## config.mk

```make
export PLATFORM = sky130hd
export DESIGN_NAME = usd_shadow_port
export DESIGN_NICKNAME = d
export VERILOG_FILES = /design/src/rtl/usd_pkg.sv /design/src/rtl/usd_byte_fifo.sv /design/src/rtl/usd_shadow_port.sv
export SDC_FILE = /design/constraint.sdc
export NUM_CORES = 1
export LEC_CHECK = 0
export BUFFER_PORTS_ARGS = -buffer_cell sky130_fd_sc_hd__buf_2
export CAP_MARGIN = 20
export CORE_ASPECT_RATIO = 0.5
export CORE_MARGIN = 4
export CORE_UTILIZATION = 40
export DETAILED_ROUTE_END_ITERATION = 10
export PLACE_DENSITY_LB_ADDON = 0.12
export SLEW_MARGIN = 20
export SYNTH_ARGS = -nofsm -noshare
export SYNTH_HDL_FRONTEND = slang
export SYNTH_SLANG_ARGS = --single-unit
export TNS_END_PERCENT = 100
```

## constraint.sdc

```tcl
create_clock -name sys_clk -period 3.4 [get_ports sys_clk]
set_input_delay 0.51 -clock sys_clk [delete_from_list [all_inputs] [get_ports sys_clk]]
set_output_delay 0.51 -clock sys_clk [all_outputs]
set_load 0.05 [all_outputs]
```

## src/rtl/usd_pkg.sv

```systemverilog
// Constants, register map and carrier types for the shadow data port block
package usd_pkg;

    // Data path and FIFO sizing
    localparam int unsigned USD_DATA_W     = 8;
    localparam int unsigned USD_FIFO_DEPTH = 16;

    // Shadow data window: sixteen word-spaced aliases
    localparam logic [31:0] USD_SHADOW_7_ADDR  = 32'h5000_114C;
    localparam logic [31:0] USD_SHADOW_8_ADDR  = 32'h5000_1150;
    localparam logic [31:0] USD_SHADOW_7_IDX   = 32'h0000_0007;
    localparam logic [31:0] USD_SHADOW_COUNT   = 32'h0000_0010;
    localparam logic [31:0] USD_WORD_BYTES     = 32'h0000_0004;
    localparam logic [31:0] USD_SHADOW_BASE    = USD_SHADOW_7_ADDR
                                                 - USD_SHADOW_7_IDX * USD_WORD_BYTES;
    localparam logic [31:0] USD_SHADOW_LAST    = USD_SHADOW_BASE
                                                 + (USD_SHADOW_COUNT - 32'h1) * USD_WORD_BYTES;

    // Control, status and interrupt registers
    localparam logic [31:0] USD_CTRL_ADDR      = 32'h5000_1180;
    localparam logic [31:0] USD_STATUS_ADDR    = 32'h5000_1184;
    localparam logic [31:0] USD_IRQ_STAT_ADDR  = 32'h5000_1188;
    localparam logic [31:0] USD_IRQ_MASK_ADDR  = 32'h5000_118C;

    // Control fields
    localparam int unsigned USD_CTRL_FIFO_EN   = 0;
    localparam int unsigned USD_CTRL_IR_MODE   = 1;

    // Status fields, data ready and holding empty in line status positions
    localparam int unsigned USD_ST_DATA_READY  = 0;
    localparam int unsigned USD_ST_OVERRUN     = 1;
    localparam int unsigned USD_ST_HOLD_EMPTY  = 5;

    // Interrupt event bits
    localparam int unsigned USD_IRQ_W          = 3;
    localparam int unsigned USD_EV_RX          = 0;
    localparam int unsigned USD_EV_HOLD_EMPTY  = 1;
    localparam int unsigned USD_EV_OVERRUN     = 2;

    // AXI responses
    localparam logic [1:0]  USD_RESP_OKAY      = 2'h0;
    localparam logic [1:0]  USD_RESP_SLVERR    = 2'h2;

    // One character with its strobe
    typedef struct packed {
        logic                  valid;
        logic [USD_DATA_W-1:0] data;
    } usd_byte_t;

    // State of the top module, apart from its two FIFO instances
    typedef struct packed {
        logic                  aw_full;
        logic [31:0]           aw_addr;
        logic                  w_full;
        logic [31:0]           w_data;
        logic [3:0]            w_strb;
        logic                  bvalid;
        logic [1:0]            bresp;
        logic                  rvalid;
        logic [1:0]            rresp;
        logic [31:0]           rdata;
        logic                  fifo_en;
        logic                  ir_mode;
        logic [USD_DATA_W-1:0] rx_hold;
        logic                  rx_hold_valid;
        logic [USD_DATA_W-1:0] tx_hold;
        logic                  tx_hold_valid;
        logic                  overrun;
        logic [USD_IRQ_W-1:0]  irq_stat;
        logic [USD_IRQ_W-1:0]  irq_mask;
        logic                  empty_prev;
    } usd_state_t;

    localparam usd_state_t USD_STATE_RESET = '{empty_prev: 1'b1, default: '0};

endpackage

```

## src/rtl/usd_byte_fifo.sv

```systemverilog
// Flip-flop character FIFO used for both receive and transmit queues
`timescale 1ns/1ps
`default_nettype none

module usd_byte_fifo #(
    parameter int unsigned WIDTH = 8,
    parameter int unsigned DEPTH = 16
) (
    // Clock and reset
    input  wire logic             sys_clk,
    input  wire logic             rst_n,
    // Control
    input  wire logic             flush,
    // Fill side
    input  wire logic             push,
    input  wire logic [WIDTH-1:0] push_data,
    // Drain side
    input  wire logic             pop,
    output logic      [WIDTH-1:0] head,
    output logic                  empty,
    output logic                  full
);
    localparam int unsigned PTR_W = $clog2(DEPTH);
    localparam int unsigned CNT_W = $clog2(DEPTH + 1);
    localparam logic [CNT_W-1:0] CNT_FULL = CNT_W'(DEPTH);
    localparam logic [PTR_W-1:0] PTR_ONE  = PTR_W'(1);
    localparam logic [CNT_W-1:0] CNT_ONE  = CNT_W'(1);

    typedef struct packed {
        logic [DEPTH-1:0][WIDTH-1:0] mem;
        logic [PTR_W-1:0]            wr_ptr;
        logic [PTR_W-1:0]            rd_ptr;
        logic [CNT_W-1:0]            count;
    } usd_fifo_state_t;

    usd_fifo_state_t q;
    usd_fifo_state_t d;
    logic            do_push;
    logic            do_pop;

    assign empty = (q.count == '0);
    assign full  = (q.count == CNT_FULL);
    assign head  = q.mem[q.rd_ptr];

    always_comb begin
        d       = q;
        do_pop  = pop && !empty;
        // A full queue still takes a push when a pop frees a slot that cycle
        do_push = push && (!full || do_pop);
        if (do_push) begin
            d.mem[q.wr_ptr] = push_data;
            d.wr_ptr        = q.wr_ptr + PTR_ONE;
        end
        if (do_pop) begin
            d.rd_ptr = q.rd_ptr + PTR_ONE;
        end
        if (do_push && !do_pop) begin
            d.count = q.count + CNT_ONE;
        end else if (do_pop && !do_push) begin
            d.count = q.count - CNT_ONE;
        end
        if (flush) begin
            d.wr_ptr = '0;
            d.rd_ptr = '0;
            d.count  = '0;
        end
    end

    always_ff @(posedge sys_clk) begin
        if (!rst_n) begin
            q <= '0;
        end else begin
            q <= d;
        end
    end

endmodule // usd_byte_fifo

`default_nettype wire

```

## src/rtl/usd_shadow_port.sv

```systemverilog
// Shadow data port: AXI4-Lite aliases of receive buffer and transmit holding
//
// Design decision made here: the AXI4-Lite slave port.
`timescale 1ns/1ps
`default_nettype none

// How it works
// - Sixteen consecutive words alias receive buffer and transmit holding for bursts.
// - Low byte read returns serial byte, or infrared byte in infrared mode.
// - FIFOs off: a new character overwrites the unread byte and flags overrun.
// - FIFOs on: a shadow read returns the receive FIFO head, or zero when the FIFO is empty.
// - Receive FIFO full: keep contents, drop newcomer, flag overrun.
// - Low byte write queues a character for serial or infrared output.
// - FIFOs off: one write clears holding empty.
// - FIFOs off: further writes before holding empty replace the pending byte.
// - FIFOs on: accept writes up to the sixteen-deep transmit FIFO.
// - Transmit write while FIFO full is dropped, contents unchanged.
module usd_shadow_port
    import usd_pkg::*;
(
    // Clock and reset
    input  wire logic        sys_clk,
    input  wire logic        rst_n,
    // AXI4-Lite write address
    input  wire logic [31:0] s_axi_awaddr,
    input  wire logic [2:0]  s_axi_awprot,
    input  wire logic        s_axi_awvalid,
    output logic             s_axi_awready,
    // AXI4-Lite write data
    input  wire logic [31:0] s_axi_wdata,
    input  wire logic [3:0]  s_axi_wstrb,
    input  wire logic        s_axi_wvalid,
    output logic             s_axi_wready,
    // AXI4-Lite write response
    output logic [1:0]       s_axi_bresp,
    output logic             s_axi_bvalid,
    input  wire logic        s_axi_bready,
    // AXI4-Lite read address
    input  wire logic [31:0] s_axi_araddr,
    input  wire logic [2:0]  s_axi_arprot,
    input  wire logic        s_axi_arvalid,
    output logic             s_axi_arready,
    // AXI4-Lite read data
    output logic [31:0]      s_axi_rdata,
    output logic [1:0]       s_axi_rresp,
    output logic             s_axi_rvalid,
    input  wire logic        s_axi_rready,
    // Received characters from the serial and infrared receivers
    input  wire usd_byte_t   rx_serial,
    input  wire usd_byte_t   rx_infrared,
    // Characters to the serial and infrared transmitters
    output usd_byte_t        tx_serial,
    input  wire logic        tx_serial_ready,
    output usd_byte_t        tx_infrared,
    input  wire logic        tx_infrared_ready,
    // Interrupt
    output logic             irq
);

    usd_state_t                q;
    usd_state_t                d;

    // Datapath signals
    usd_byte_t                 rx_in;
    usd_byte_t                 tx_out;
    logic                      tx_ready;
    logic                      tx_take;
    logic                      rx_data_ready_flag;
    logic                      tx_holding_empty;
    logic [USD_DATA_W-1:0]     receive_buffer;

    // FIFO hookup
    logic                      fifo_flush;
    logic                      rx_push;
    logic                      rx_pop;
    logic [USD_DATA_W-1:0]     rx_head;
    logic                      rx_empty;
    logic                      rx_full;
    logic                      tx_push;
    logic                      tx_pop;
    logic [USD_DATA_W-1:0]     tx_head;
    logic                      tx_empty;
    logic                      tx_full;

    // Bus decode
    logic                      do_write;
    logic                      ar_take;
    logic                      rd_shadow;
    logic                      wr_shadow;
    logic                      ev_rx;
    logic                      ev_overrun;
    logic                      ev_empty;
    logic [USD_IRQ_W-1:0]      irq_clear;

    function automatic logic shadow_hit(input logic [31:0] addr);
        shadow_hit = (addr >= USD_SHADOW_BASE) && (addr <= USD_SHADOW_LAST)
                     && (addr[1:0] == 2'h0);
    endfunction

    // Bus handshakes; one write and one read in flight
    assign s_axi_awready = !q.aw_full && !q.bvalid;
    assign s_axi_wready  = !q.w_full && !q.bvalid;
    assign s_axi_arready = !q.rvalid;
    assign s_axi_bvalid  = q.bvalid;
    assign s_axi_bresp   = q.bresp;
    assign s_axi_rvalid  = q.rvalid;
    assign s_axi_rresp   = q.rresp;
    assign s_axi_rdata   = q.rdata;
    assign irq           = |(q.irq_stat & q.irq_mask);

    // Receiver select by line mode
    assign rx_in = q.ir_mode ? rx_infrared : rx_serial;

    // Transmit source: FIFO head or single holding byte
    always_comb begin
        if (q.fifo_en) begin
            tx_out.valid = !tx_empty;
            tx_out.data  = tx_head;
        end else begin
            tx_out.valid = q.tx_hold_valid;
            tx_out.data  = q.tx_hold;
        end
    end

    // Infrared output polarity belongs to the modulator, this carries the byte only
    assign tx_serial   = q.ir_mode ? usd_byte_t'('0) : tx_out;
    assign tx_infrared = q.ir_mode ? tx_out : usd_byte_t'('0);
    assign tx_ready    = q.ir_mode ? tx_infrared_ready : tx_serial_ready;
    assign tx_take     = tx_out.valid && tx_ready;

    assign rx_data_ready_flag = q.fifo_en ? !rx_empty : q.rx_hold_valid;
    assign tx_holding_empty   = q.fifo_en ? tx_empty : !q.tx_hold_valid;
    assign receive_buffer     = q.fifo_en ? rx_head : q.rx_hold;

    assign do_write  = q.aw_full && q.w_full && !q.bvalid;
    assign ar_take   = s_axi_arvalid && s_axi_arready;
    assign rd_shadow = ar_take && shadow_hit(s_axi_araddr);
    assign wr_shadow = do_write && shadow_hit(q.aw_addr) && q.w_strb[0];

    // Shadow read consumes a character only when one is ready
    assign rx_pop  = q.fifo_en && rd_shadow && !rx_empty;
    assign rx_push = q.fifo_en && rx_in.valid;
    assign tx_push = q.fifo_en && wr_shadow && !tx_full;
    assign tx_pop  = q.fifo_en && tx_take;

    // Overrun in either mode
    always_comb begin
        if (q.fifo_en) begin
            ev_overrun = rx_in.valid && rx_full && !rx_pop;
        end else begin
            ev_overrun = rx_in.valid && q.rx_hold_valid && !rd_shadow;
        end
    end

    assign ev_rx    = rx_in.valid && !ev_overrun;
    assign ev_empty = tx_holding_empty && !q.empty_prev;

    always_comb begin
        d          = q;
        fifo_flush = 1'b0;
        irq_clear  = '0;

        // Address and data channels taken in either order
        if (s_axi_awvalid && s_axi_awready) begin
            d.aw_full = 1'b1;
            d.aw_addr = s_axi_awaddr;
        end
        if (s_axi_wvalid && s_axi_wready) begin
            d.w_full = 1'b1;
            d.w_data = s_axi_wdata;
            d.w_strb = s_axi_wstrb;
        end
        if (q.bvalid && s_axi_bready) begin
            d.bvalid = 1'b0;
        end
        if (q.rvalid && s_axi_rready) begin
            d.rvalid = 1'b0;
        end

        // Receive and transmit holding bytes, FIFOs off
        if (!q.fifo_en) begin
            if (rd_shadow) begin
                d.rx_hold_valid = 1'b0;
            end
            if (rx_in.valid) begin
                d.rx_hold       = rx_in.data;
                d.rx_hold_valid = 1'b1;
            end
            if (tx_take) begin
                d.tx_hold_valid = 1'b0;
            end
        end

        // Register writes
        if (do_write) begin
            d.aw_full = 1'b0;
            d.w_full  = 1'b0;
            d.bvalid  = 1'b1;
            d.bresp   = USD_RESP_OKAY;
            if (shadow_hit(q.aw_addr)) begin
                if (q.w_strb[0] && !q.fifo_en) begin
                    // Overwrite pending byte; a same-cycle drain loses to it
                    d.tx_hold       = q.w_data[USD_DATA_W-1:0];
                    d.tx_hold_valid = 1'b1;
                end
            end else if (q.aw_addr == USD_CTRL_ADDR) begin
                if (q.w_strb[0]) begin
                    d.fifo_en = q.w_data[USD_CTRL_FIFO_EN];
                    d.ir_mode = q.w_data[USD_CTRL_IR_MODE];
                    // A FIFO enable change empties every queue so no stale byte survives; an infrared mode change alone does not
                    if (q.w_data[USD_CTRL_FIFO_EN] != q.fifo_en) begin
                        fifo_flush      = 1'b1;
                        d.rx_hold_valid = 1'b0;
                        d.tx_hold_valid = 1'b0;
                    end
                end
            end else if (q.aw_addr == USD_STATUS_ADDR) begin
                d.bresp = USD_RESP_OKAY;
            end else if (q.aw_addr == USD_IRQ_STAT_ADDR) begin
                if (q.w_strb[0]) begin
                    irq_clear = q.w_data[USD_IRQ_W-1:0];
                end
            end else if (q.aw_addr == USD_IRQ_MASK_ADDR) begin
                if (q.w_strb[0]) begin
                    d.irq_mask = q.w_data[USD_IRQ_W-1:0];
                end
            end else begin
                d.bresp = USD_RESP_SLVERR;
            end
        end

        // Register reads, answered one cycle after the address is taken
        if (ar_take) begin
            d.rvalid = 1'b1;
            d.rresp  = USD_RESP_OKAY;
            d.rdata  = '0;
            if (shadow_hit(s_axi_araddr)) begin
                if (rx_data_ready_flag) begin
                    d.rdata[USD_DATA_W-1:0] = receive_buffer;
                end
            end else if (s_axi_araddr == USD_CTRL_ADDR) begin
                d.rdata[USD_CTRL_FIFO_EN] = q.fifo_en;
                d.rdata[USD_CTRL_IR_MODE] = q.ir_mode;
            end else if (s_axi_araddr == USD_STATUS_ADDR) begin
                d.rdata[USD_ST_DATA_READY] = rx_data_ready_flag;
                d.rdata[USD_ST_OVERRUN]    = q.overrun;
                d.rdata[USD_ST_HOLD_EMPTY] = tx_holding_empty;
                d.overrun                  = 1'b0;
            end else if (s_axi_araddr == USD_IRQ_STAT_ADDR) begin
                d.rdata[USD_IRQ_W-1:0] = q.irq_stat;
            end else if (s_axi_araddr == USD_IRQ_MASK_ADDR) begin
                d.rdata[USD_IRQ_W-1:0] = q.irq_mask;
            end else begin
                d.rresp = USD_RESP_SLVERR;
            end
        end

        // Sticky flags: a new event beats a same-cycle clear
        if (ev_overrun) begin
            d.overrun = 1'b1;
        end
        d.irq_stat = q.irq_stat & ~irq_clear;
        if (ev_rx) begin
            d.irq_stat[USD_EV_RX] = 1'b1;
        end
        if (ev_empty) begin
            d.irq_stat[USD_EV_HOLD_EMPTY] = 1'b1;
        end
        if (ev_overrun) begin
            d.irq_stat[USD_EV_OVERRUN] = 1'b1;
        end
        d.empty_prev = tx_holding_empty;
    end

    always_ff @(posedge sys_clk) begin
        if (!rst_n) begin
            q <= USD_STATE_RESET;
        end else begin
            q <= d;
        end
    end

    // Receive queue
    usd_byte_fifo #(
        .WIDTH (USD_DATA_W),
        .DEPTH (USD_FIFO_DEPTH)
    ) u_rx_fifo (
        .sys_clk   (sys_clk),
        .rst_n     (rst_n),
        .flush     (fifo_flush),
        .push      (rx_push),
        .push_data (rx_in.data),
        .pop       (rx_pop),
        .head      (rx_head),
        .empty     (rx_empty),
        .full      (rx_full)
    );

    // Transmit queue
    usd_byte_fifo #(
        .WIDTH (USD_DATA_W),
        .DEPTH (USD_FIFO_DEPTH)
    ) u_tx_fifo (
        .sys_clk   (sys_clk),
        .rst_n     (rst_n),
        .flush     (fifo_flush),
        .push      (tx_push),
        .push_data (q.w_data[USD_DATA_W-1:0]),
        .pop       (tx_pop),
        .head      (tx_head),
        .empty     (tx_empty),
        .full      (tx_full)
    );

endmodule // usd_shadow_port

`default_nettype wire

```

# ---- Yosys cells after proc, flatten, opt, wreduce, memory -nomap -nowiden
# Cells that the tools add are included.
dict set report classes {
  n_addsub 8
  magnitude_cmp 10
  eq_ne 13
  mux 85
  bitwise_logic 9
  reduce_logical 78
}
# op count
set op_table {}
lappend op_table {{$bwmux 128} 2}
lappend op_table {{$eq 32x31->1 const B} 8}
lappend op_table {{$bmux 8 s4} 2}
lappend op_table {{$demux 8 s4} 2}
lappend op_table {{$ge 32x31->1 const B} 2}
lappend op_table {{$le 32x31->1 const B} 2}
lappend op_table {{$mux 8} 7}
lappend op_table {{$mux 9} 5}
lappend op_table {{$logic_and 1x1->1} 40}
lappend op_table {{$mux 1} 37}
lappend op_table {{$mux 35} 1}
lappend op_table {{$mux 3} 10}
lappend op_table {{$mux 2} 14}
lappend op_table {{$lt 4x5->1 const B} 4}
lappend op_table {{$mux 5} 4}
lappend op_table {{$logic_not 1->1} 18}
lappend op_table {{$add 4x1->4 const B} 4}
lappend op_table {{$reduce_bool 2->1} 6}
lappend op_table {{$add 5x1->5 const B} 2}
lappend op_table {{$eq 5x5->1 const B} 2}
lappend op_table {{$logic_not 5->1} 2}
lappend op_table {{$mux 10} 1}
lappend op_table {{$sub 5x1->5 const B} 2}
lappend op_table {{$ge 4x1->1 const B} 2}
lappend op_table {{other kinds (13)} 24}
dict set report word_totals {
  register_bits 367
  inputBits 133
  output_inout_bits 60
  wordCells 261
}

# ---- Longest topological paths before layout
dict set report depth {
  ltp_word 13
  mapped_depth 15
  depth_no_buf 12
}

# ---- Hierarchy
# A second synthesis with hierarchy kept.
dict set report unflattened {
  cells_unflattened 1732
  hier_area_um2 16965.0
}
# mod instances cells_each area_each_um2
set by_module_without_submodules {}
lappend by_module_without_submodules {{usd_byte_fifo (u_rx_fifo)} 1 602 6433.7}
lappend by_module_without_submodules {{usd_byte_fifo (u_tx_fifo)} 1 605 6299.8}
lappend by_module_without_submodules {usd_shadow_port 1 525 4231.6}

# ---- Worst setup path before layout
# Ideal clock, no wire load.
dict set report synth_timing {
  path_type {input port to flip-flop}
  from {input port s_axi_araddr[21]}
  to {register u_rx_fifo.q[4] (netlist bit)}
  setup_ps 71
  arrival_time_ps 3612
  required_ps 3329
  slack_ps -283
  path_stages 14
  path_buffers 2
  path_cell_list {nor4_2 > nand4_4 > a2111o_1 > buf_2 > buf_4 > nand2_1 > ha_1 > inv_1 > fa_1 > a21o_1 > a21oi_1 > xnor2_1 > or3_1 > a21oi_1}
}
dict set report synth_via {
  elab_chain_len 12
  elab_cells_between_ends 16
  classes_between {order compare: 2; mux: 1; reduce/logical: 13}
}
# item line_no
set synth_rtl {}
lappend synth_rtl {{start: declaration} usd_shadow_port.sv:39} ;# input wire logic [31:0] s_axi_araddr,
lappend synth_rtl {{$ge 32x31->1 / $le 32x31->1 (equally long branches)} usd_shadow_port.sv:96} ;# shadow_hit = (addr >= USD_SHADOW_BASE) && (addr <= USD_SHADOW_LAST)
lappend synth_rtl {{$logic_and 1x1->1 (*)} usd_shadow_port.sv:96}
lappend synth_rtl {{$logic_and 1x1->1 (*)} usd_shadow_port.sv:97} ;# && (addr[1:0] == 2'h0);
lappend synth_rtl {{$logic_and 1x1->1 (*)} usd_shadow_port.sv:137} ;# assign rd_shadow = ar_take && shadow_hit(s_axi_araddr);
lappend synth_rtl {{$logic_and 1x1->1 (*) (2 in series)} usd_shadow_port.sv:141} ;# assign rx_pop = q.fifo_en && rd_shadow && !rx_empty;
lappend synth_rtl {{$logic_and 1x1->1 (*)} usd_byte_fifo.sv:47} ;# do_pop = pop && !empty;
lappend synth_rtl {{$logic_or 1x1->1 (*)} usd_byte_fifo.sv:49} ;# do_push = push && (!full || do_pop);
lappend synth_rtl {{$logic_and 1x1->1 (*)} usd_byte_fifo.sv:49}
lappend synth_rtl {{net u_rx_fifo.do_push} usd_byte_fifo.sv:38} ;# logic do_push;
lappend synth_rtl {{$logic_not 1->1} usd_byte_fifo.sv:59} ;# end else if (do_pop && !do_push) begin
lappend synth_rtl {{$logic_and 1x1->1} usd_byte_fifo.sv:59}
lappend synth_rtl {{$reduce_bool 2->1 (no source line)} -}
lappend synth_rtl {{end signal: assignment} usd_byte_fifo.sv:71} ;# q <= '0;
lappend synth_rtl {{end signal: assignment} usd_byte_fifo.sv:73} ;# q <= d;
lappend synth_rtl {{end: declaration} usd_byte_fifo.sv:36} ;# usd_fifo_state_t q;
# Mark *: on every way through the listed nets, which the timed path passes. The rest lies on a longest branch.
# A chain may end at the register's enable or synchronous reset.

==> results.py <==
metrics = {
    "sta": {
        "hold_violations": 0,
        "fmax_mhz": 307,
        "finalSetupTns_ps": 0,
        "period_share": 0.958,
        "worstMarginPinSlew_ps": 1110,
        "finClkSkew_ps": 14.1,
        "report.final.slew_viol_count": 0,
        "rsz0062_at_grt": "no",
        "holdWs_ps": 165,
        "slew_headroom": 0.255,
        "setup_viol": 0,
        "fin_ws_ps": 143,
        "finalCriticalPeriod_ps": 3260,
    },
    "placed_design": {
        "dp_hpwl_um": 34100,
        "post-place-ws_ps": 60.6,
        "gp_congestion": 0.790,
        "io_buffers": 133,
    },
    "worst_setup_path": {
        "crit_family": "compound AO/OA/AOI/OAI gates",
        "crit_path_max_incr_delay_ps": 500,
        "worstSetupStartpointType": "register",
        "endpoint_kind": "output port",
        "arrival_ps": 2750,
        "critical_path_class": "reg2out",
        "path_max_fanout": 11,
        "crit_required_ps": 2890,
        "startpoint": "u_tx_fifo.q[5]",
        "reg2reg_from": "q[121]",
        "cpMaxStageDelayCell": "dfxtp_4",
        "worst-path-buf-inv": 2,
        "path_cells": "buf_6 -> mux2i_1 -> o221ai_1 -> o22ai_1 -> a221oi_1 -> nor2b_1 -> buf_2",
    },
    "route": {
        "vias_per_cell": 5.68,
        "drt_pass1_iterations": 6,
        "drt-initial-drc-count": 1083,
        "route.detailed.drc": 0,
        "avgRoutedWirePerCell_um": 20.3,
        "vias": 14300,
        "routed_wl_um": 51100,
        "ant_nets": 0,
    },
    "clock_tree": {
        "cts_buffers": 36,
        "clkTransAtPathRegs_ps": 70,
        "cts_tree": "yes",
        "clkLatencyLatePin_ps": 530,
        "cts_hold_buf": 0,
        "cts_root_buffer": "clkbuf_16",
        "cts_max_level": 2,
        "clockBufferDepth": 3,
        "cts_sinks": 365,
    },
    "synthesis": {
        "synth-seq-cells": 365,
        "synth_area_sq_um": 17800,
        "yosys_warnings": 0,
        "synth_edf_count": 0,
        "synth.area.top_cells": "dfxtp_1, a211oi_1, mux2i_1, mux4_2, nand2_1",
        "ys_seq_area_frac": 0.411,
        "async_reset_ff_frac": 0,
        "synth.top_cell.area_share": 0.411,
        "syn_inst": 1817,
        "synth.most_common_cell": "dfxtp_1",
        "avgSynthCellArea_sq_um": 9.79,
        "yosysTopAreaCell": "dfxtp_1",
        "ys_types": 71,
        "synth_common_cells": "dfxtp_1, a211oi_1, nand2_1",
        "ys.flop_type": "dfxtp_1",
    },
    "layout": {
        "diodes": 0,
        "synthToLayoutAreaGrowth_pct": 14.6,
        "drive_gt1_frac": 0.206,
        "nets": 2062,
    },
    "global_routing": {
        "antenna_found_initial": 0,
        "overflow": 0,
        "grt_use_total": 0.207,
        "grt_pass1_wl_um": 80500,
        "grt_max_degree": 136,
        "first_global_vias": 13700,
    },
    "floorplanning": {
        "ios": 193,
        "row_count": 54,
        "initial_core_util": 0.406,
        "die_h_um": 157,
        "die_w_um": 306,
        "dieArea_sq_um": 48100,
        "core-area_sq_um": 43800,
    },
    "run": {
        "max-cap-violations": 0,
    },
    "pwr": {
        "clockPowerShare": 0.461,
        "peakVddDrop_mv": 0.262,
        "power_frac_comb": 0.057,
        "power.leakage_nw": 7.83,
        "p_int_mw": 6.88,
        "seqPwrFrac": 0.482,
        "netSwitchingFraction": 0.239,
        "p_per_area_nw_per_um2": 443,
        "p_sw_mw": 2.16,
    },
    "hold_path": {
        "hp-start": "s_axi_rready",
        "holdCritPathClass": "in2reg",
    },
    "status": {
        "status": "finished, final reports clean",
    },
}
[path summary, 6_finish.rpt]
check	end	depth (start not counted)	slack [ps]
hold / removal	s_axi_rvalid	2	160
setup reg to reg	u_tx_fifo.q[4]	12	270
hold reg to reg	s_axi_rdata[4]	2	450
setup / recovery	tx_serial[0]	7	140
[power by group through the flow]
stage	clock network (mW)	logic [mW]	registers (mW)
4_1_cts	4.26	0.516	4.36
3_3_place_gp	0	0.515	4.45
2_1_floorplan	0	0.354	4.45
3_5_place_dp	0	0.515	4.45
6_report	4.17	0.513	4.36
5_1_grt	4.45	0.560	4.36
[layout by cell type (no fill, tap or decap), types with 8 or more instances in the layout]
master,count
a21oi_1,91
buf_4,67
nor2_1,55
o22ai_1,11
nand2_1,265
nor4_4,17
nand2b_1,8
a22oi_1,12
mux2i_1,181
o21ai_0,32
mux2i_2,8
nand4_1,12
nor2b_1,18
mux4_2,49
a21oi_4,8
conb_1,26
a211oi_2,8
buf_2,133
inv_1,18
dfxtp_1,363
o221ai_1,15
nand3b_1,10
ha_1,17
and2_1,12
nand3_2,16
a221oi_1,9
a211oi_1,274
nand3_1,23
clkbuf_16,37
xnor2_1,8
[final cells by class]
cell class	count	area [sq um]
fillers	4212	23400
clock buffers	48	1020
multi-input cells	1278	9780
well taps	588	736
flip-flops and latches	365	7310
repair buffers	206	1280
inverters	22	87.6
clock inverters	14	181
[kinds of logic (layout without fill, tap and decap cells)]
logic type	count (synthesis)	after routing	synth area share
buf+inv	199	290	0.0521
fa+ha+maj	20	20	0.0149
simple gates	484	484	0.147
mux	239	239	0.169
flops	365	365	0.411
other cells	1	26	0.000211
compound gates	497	497	0.200
xor+xnor	12	12	0.00591
[registers in the layout, indices dropped and copies added (netlist names)]
| name | cells |
|---|---|
| u_rx_fifo.q | 141 |
| u_tx_fifo.q | 141 |
| q | 71 |
| s_axi_rdata | 8 |
| s_axi_bresp | 1 |
| s_axi_bvalid | 1 |
| s_axi_rresp | 1 |
| s_axi_rvalid | 1 |
[stage by stage]
stage / std cells / util / total power, mW / instance area (sq um)
floorplan: 1842 / - / 4.80 / 17900
global placement: 2457 / 0.437 / 4.97 / 19100
detailed placement: 2457 / 0.437 / 4.97 / 19100
CTS: 2520 / 0.465 / 9.13 / 20300
global route: 2521 / 0.466 / 9.37 / 20400
finish: 2521 / 0.466 / 9.04 / 20400
[timing repair]
action | in CTS | in global routing
buffers inserted | 1 | 0
endpoints found under the setup margin | 4 | 4
gates resized for setup | 0 | 3
pin swaps | 0 | 0
[metal layers]
layer / vias up / wire [um] / track usage
met5: - / 0 / 0
met3: 58 / 1930 / 0.0289
met1: 7081 / 24300 / 0.290
met4: 0 / 818 / 0.0399
li1: 6931 / - / -
met2: 246 / 24100 / 0.346
(Power assumes the default switching activity.)
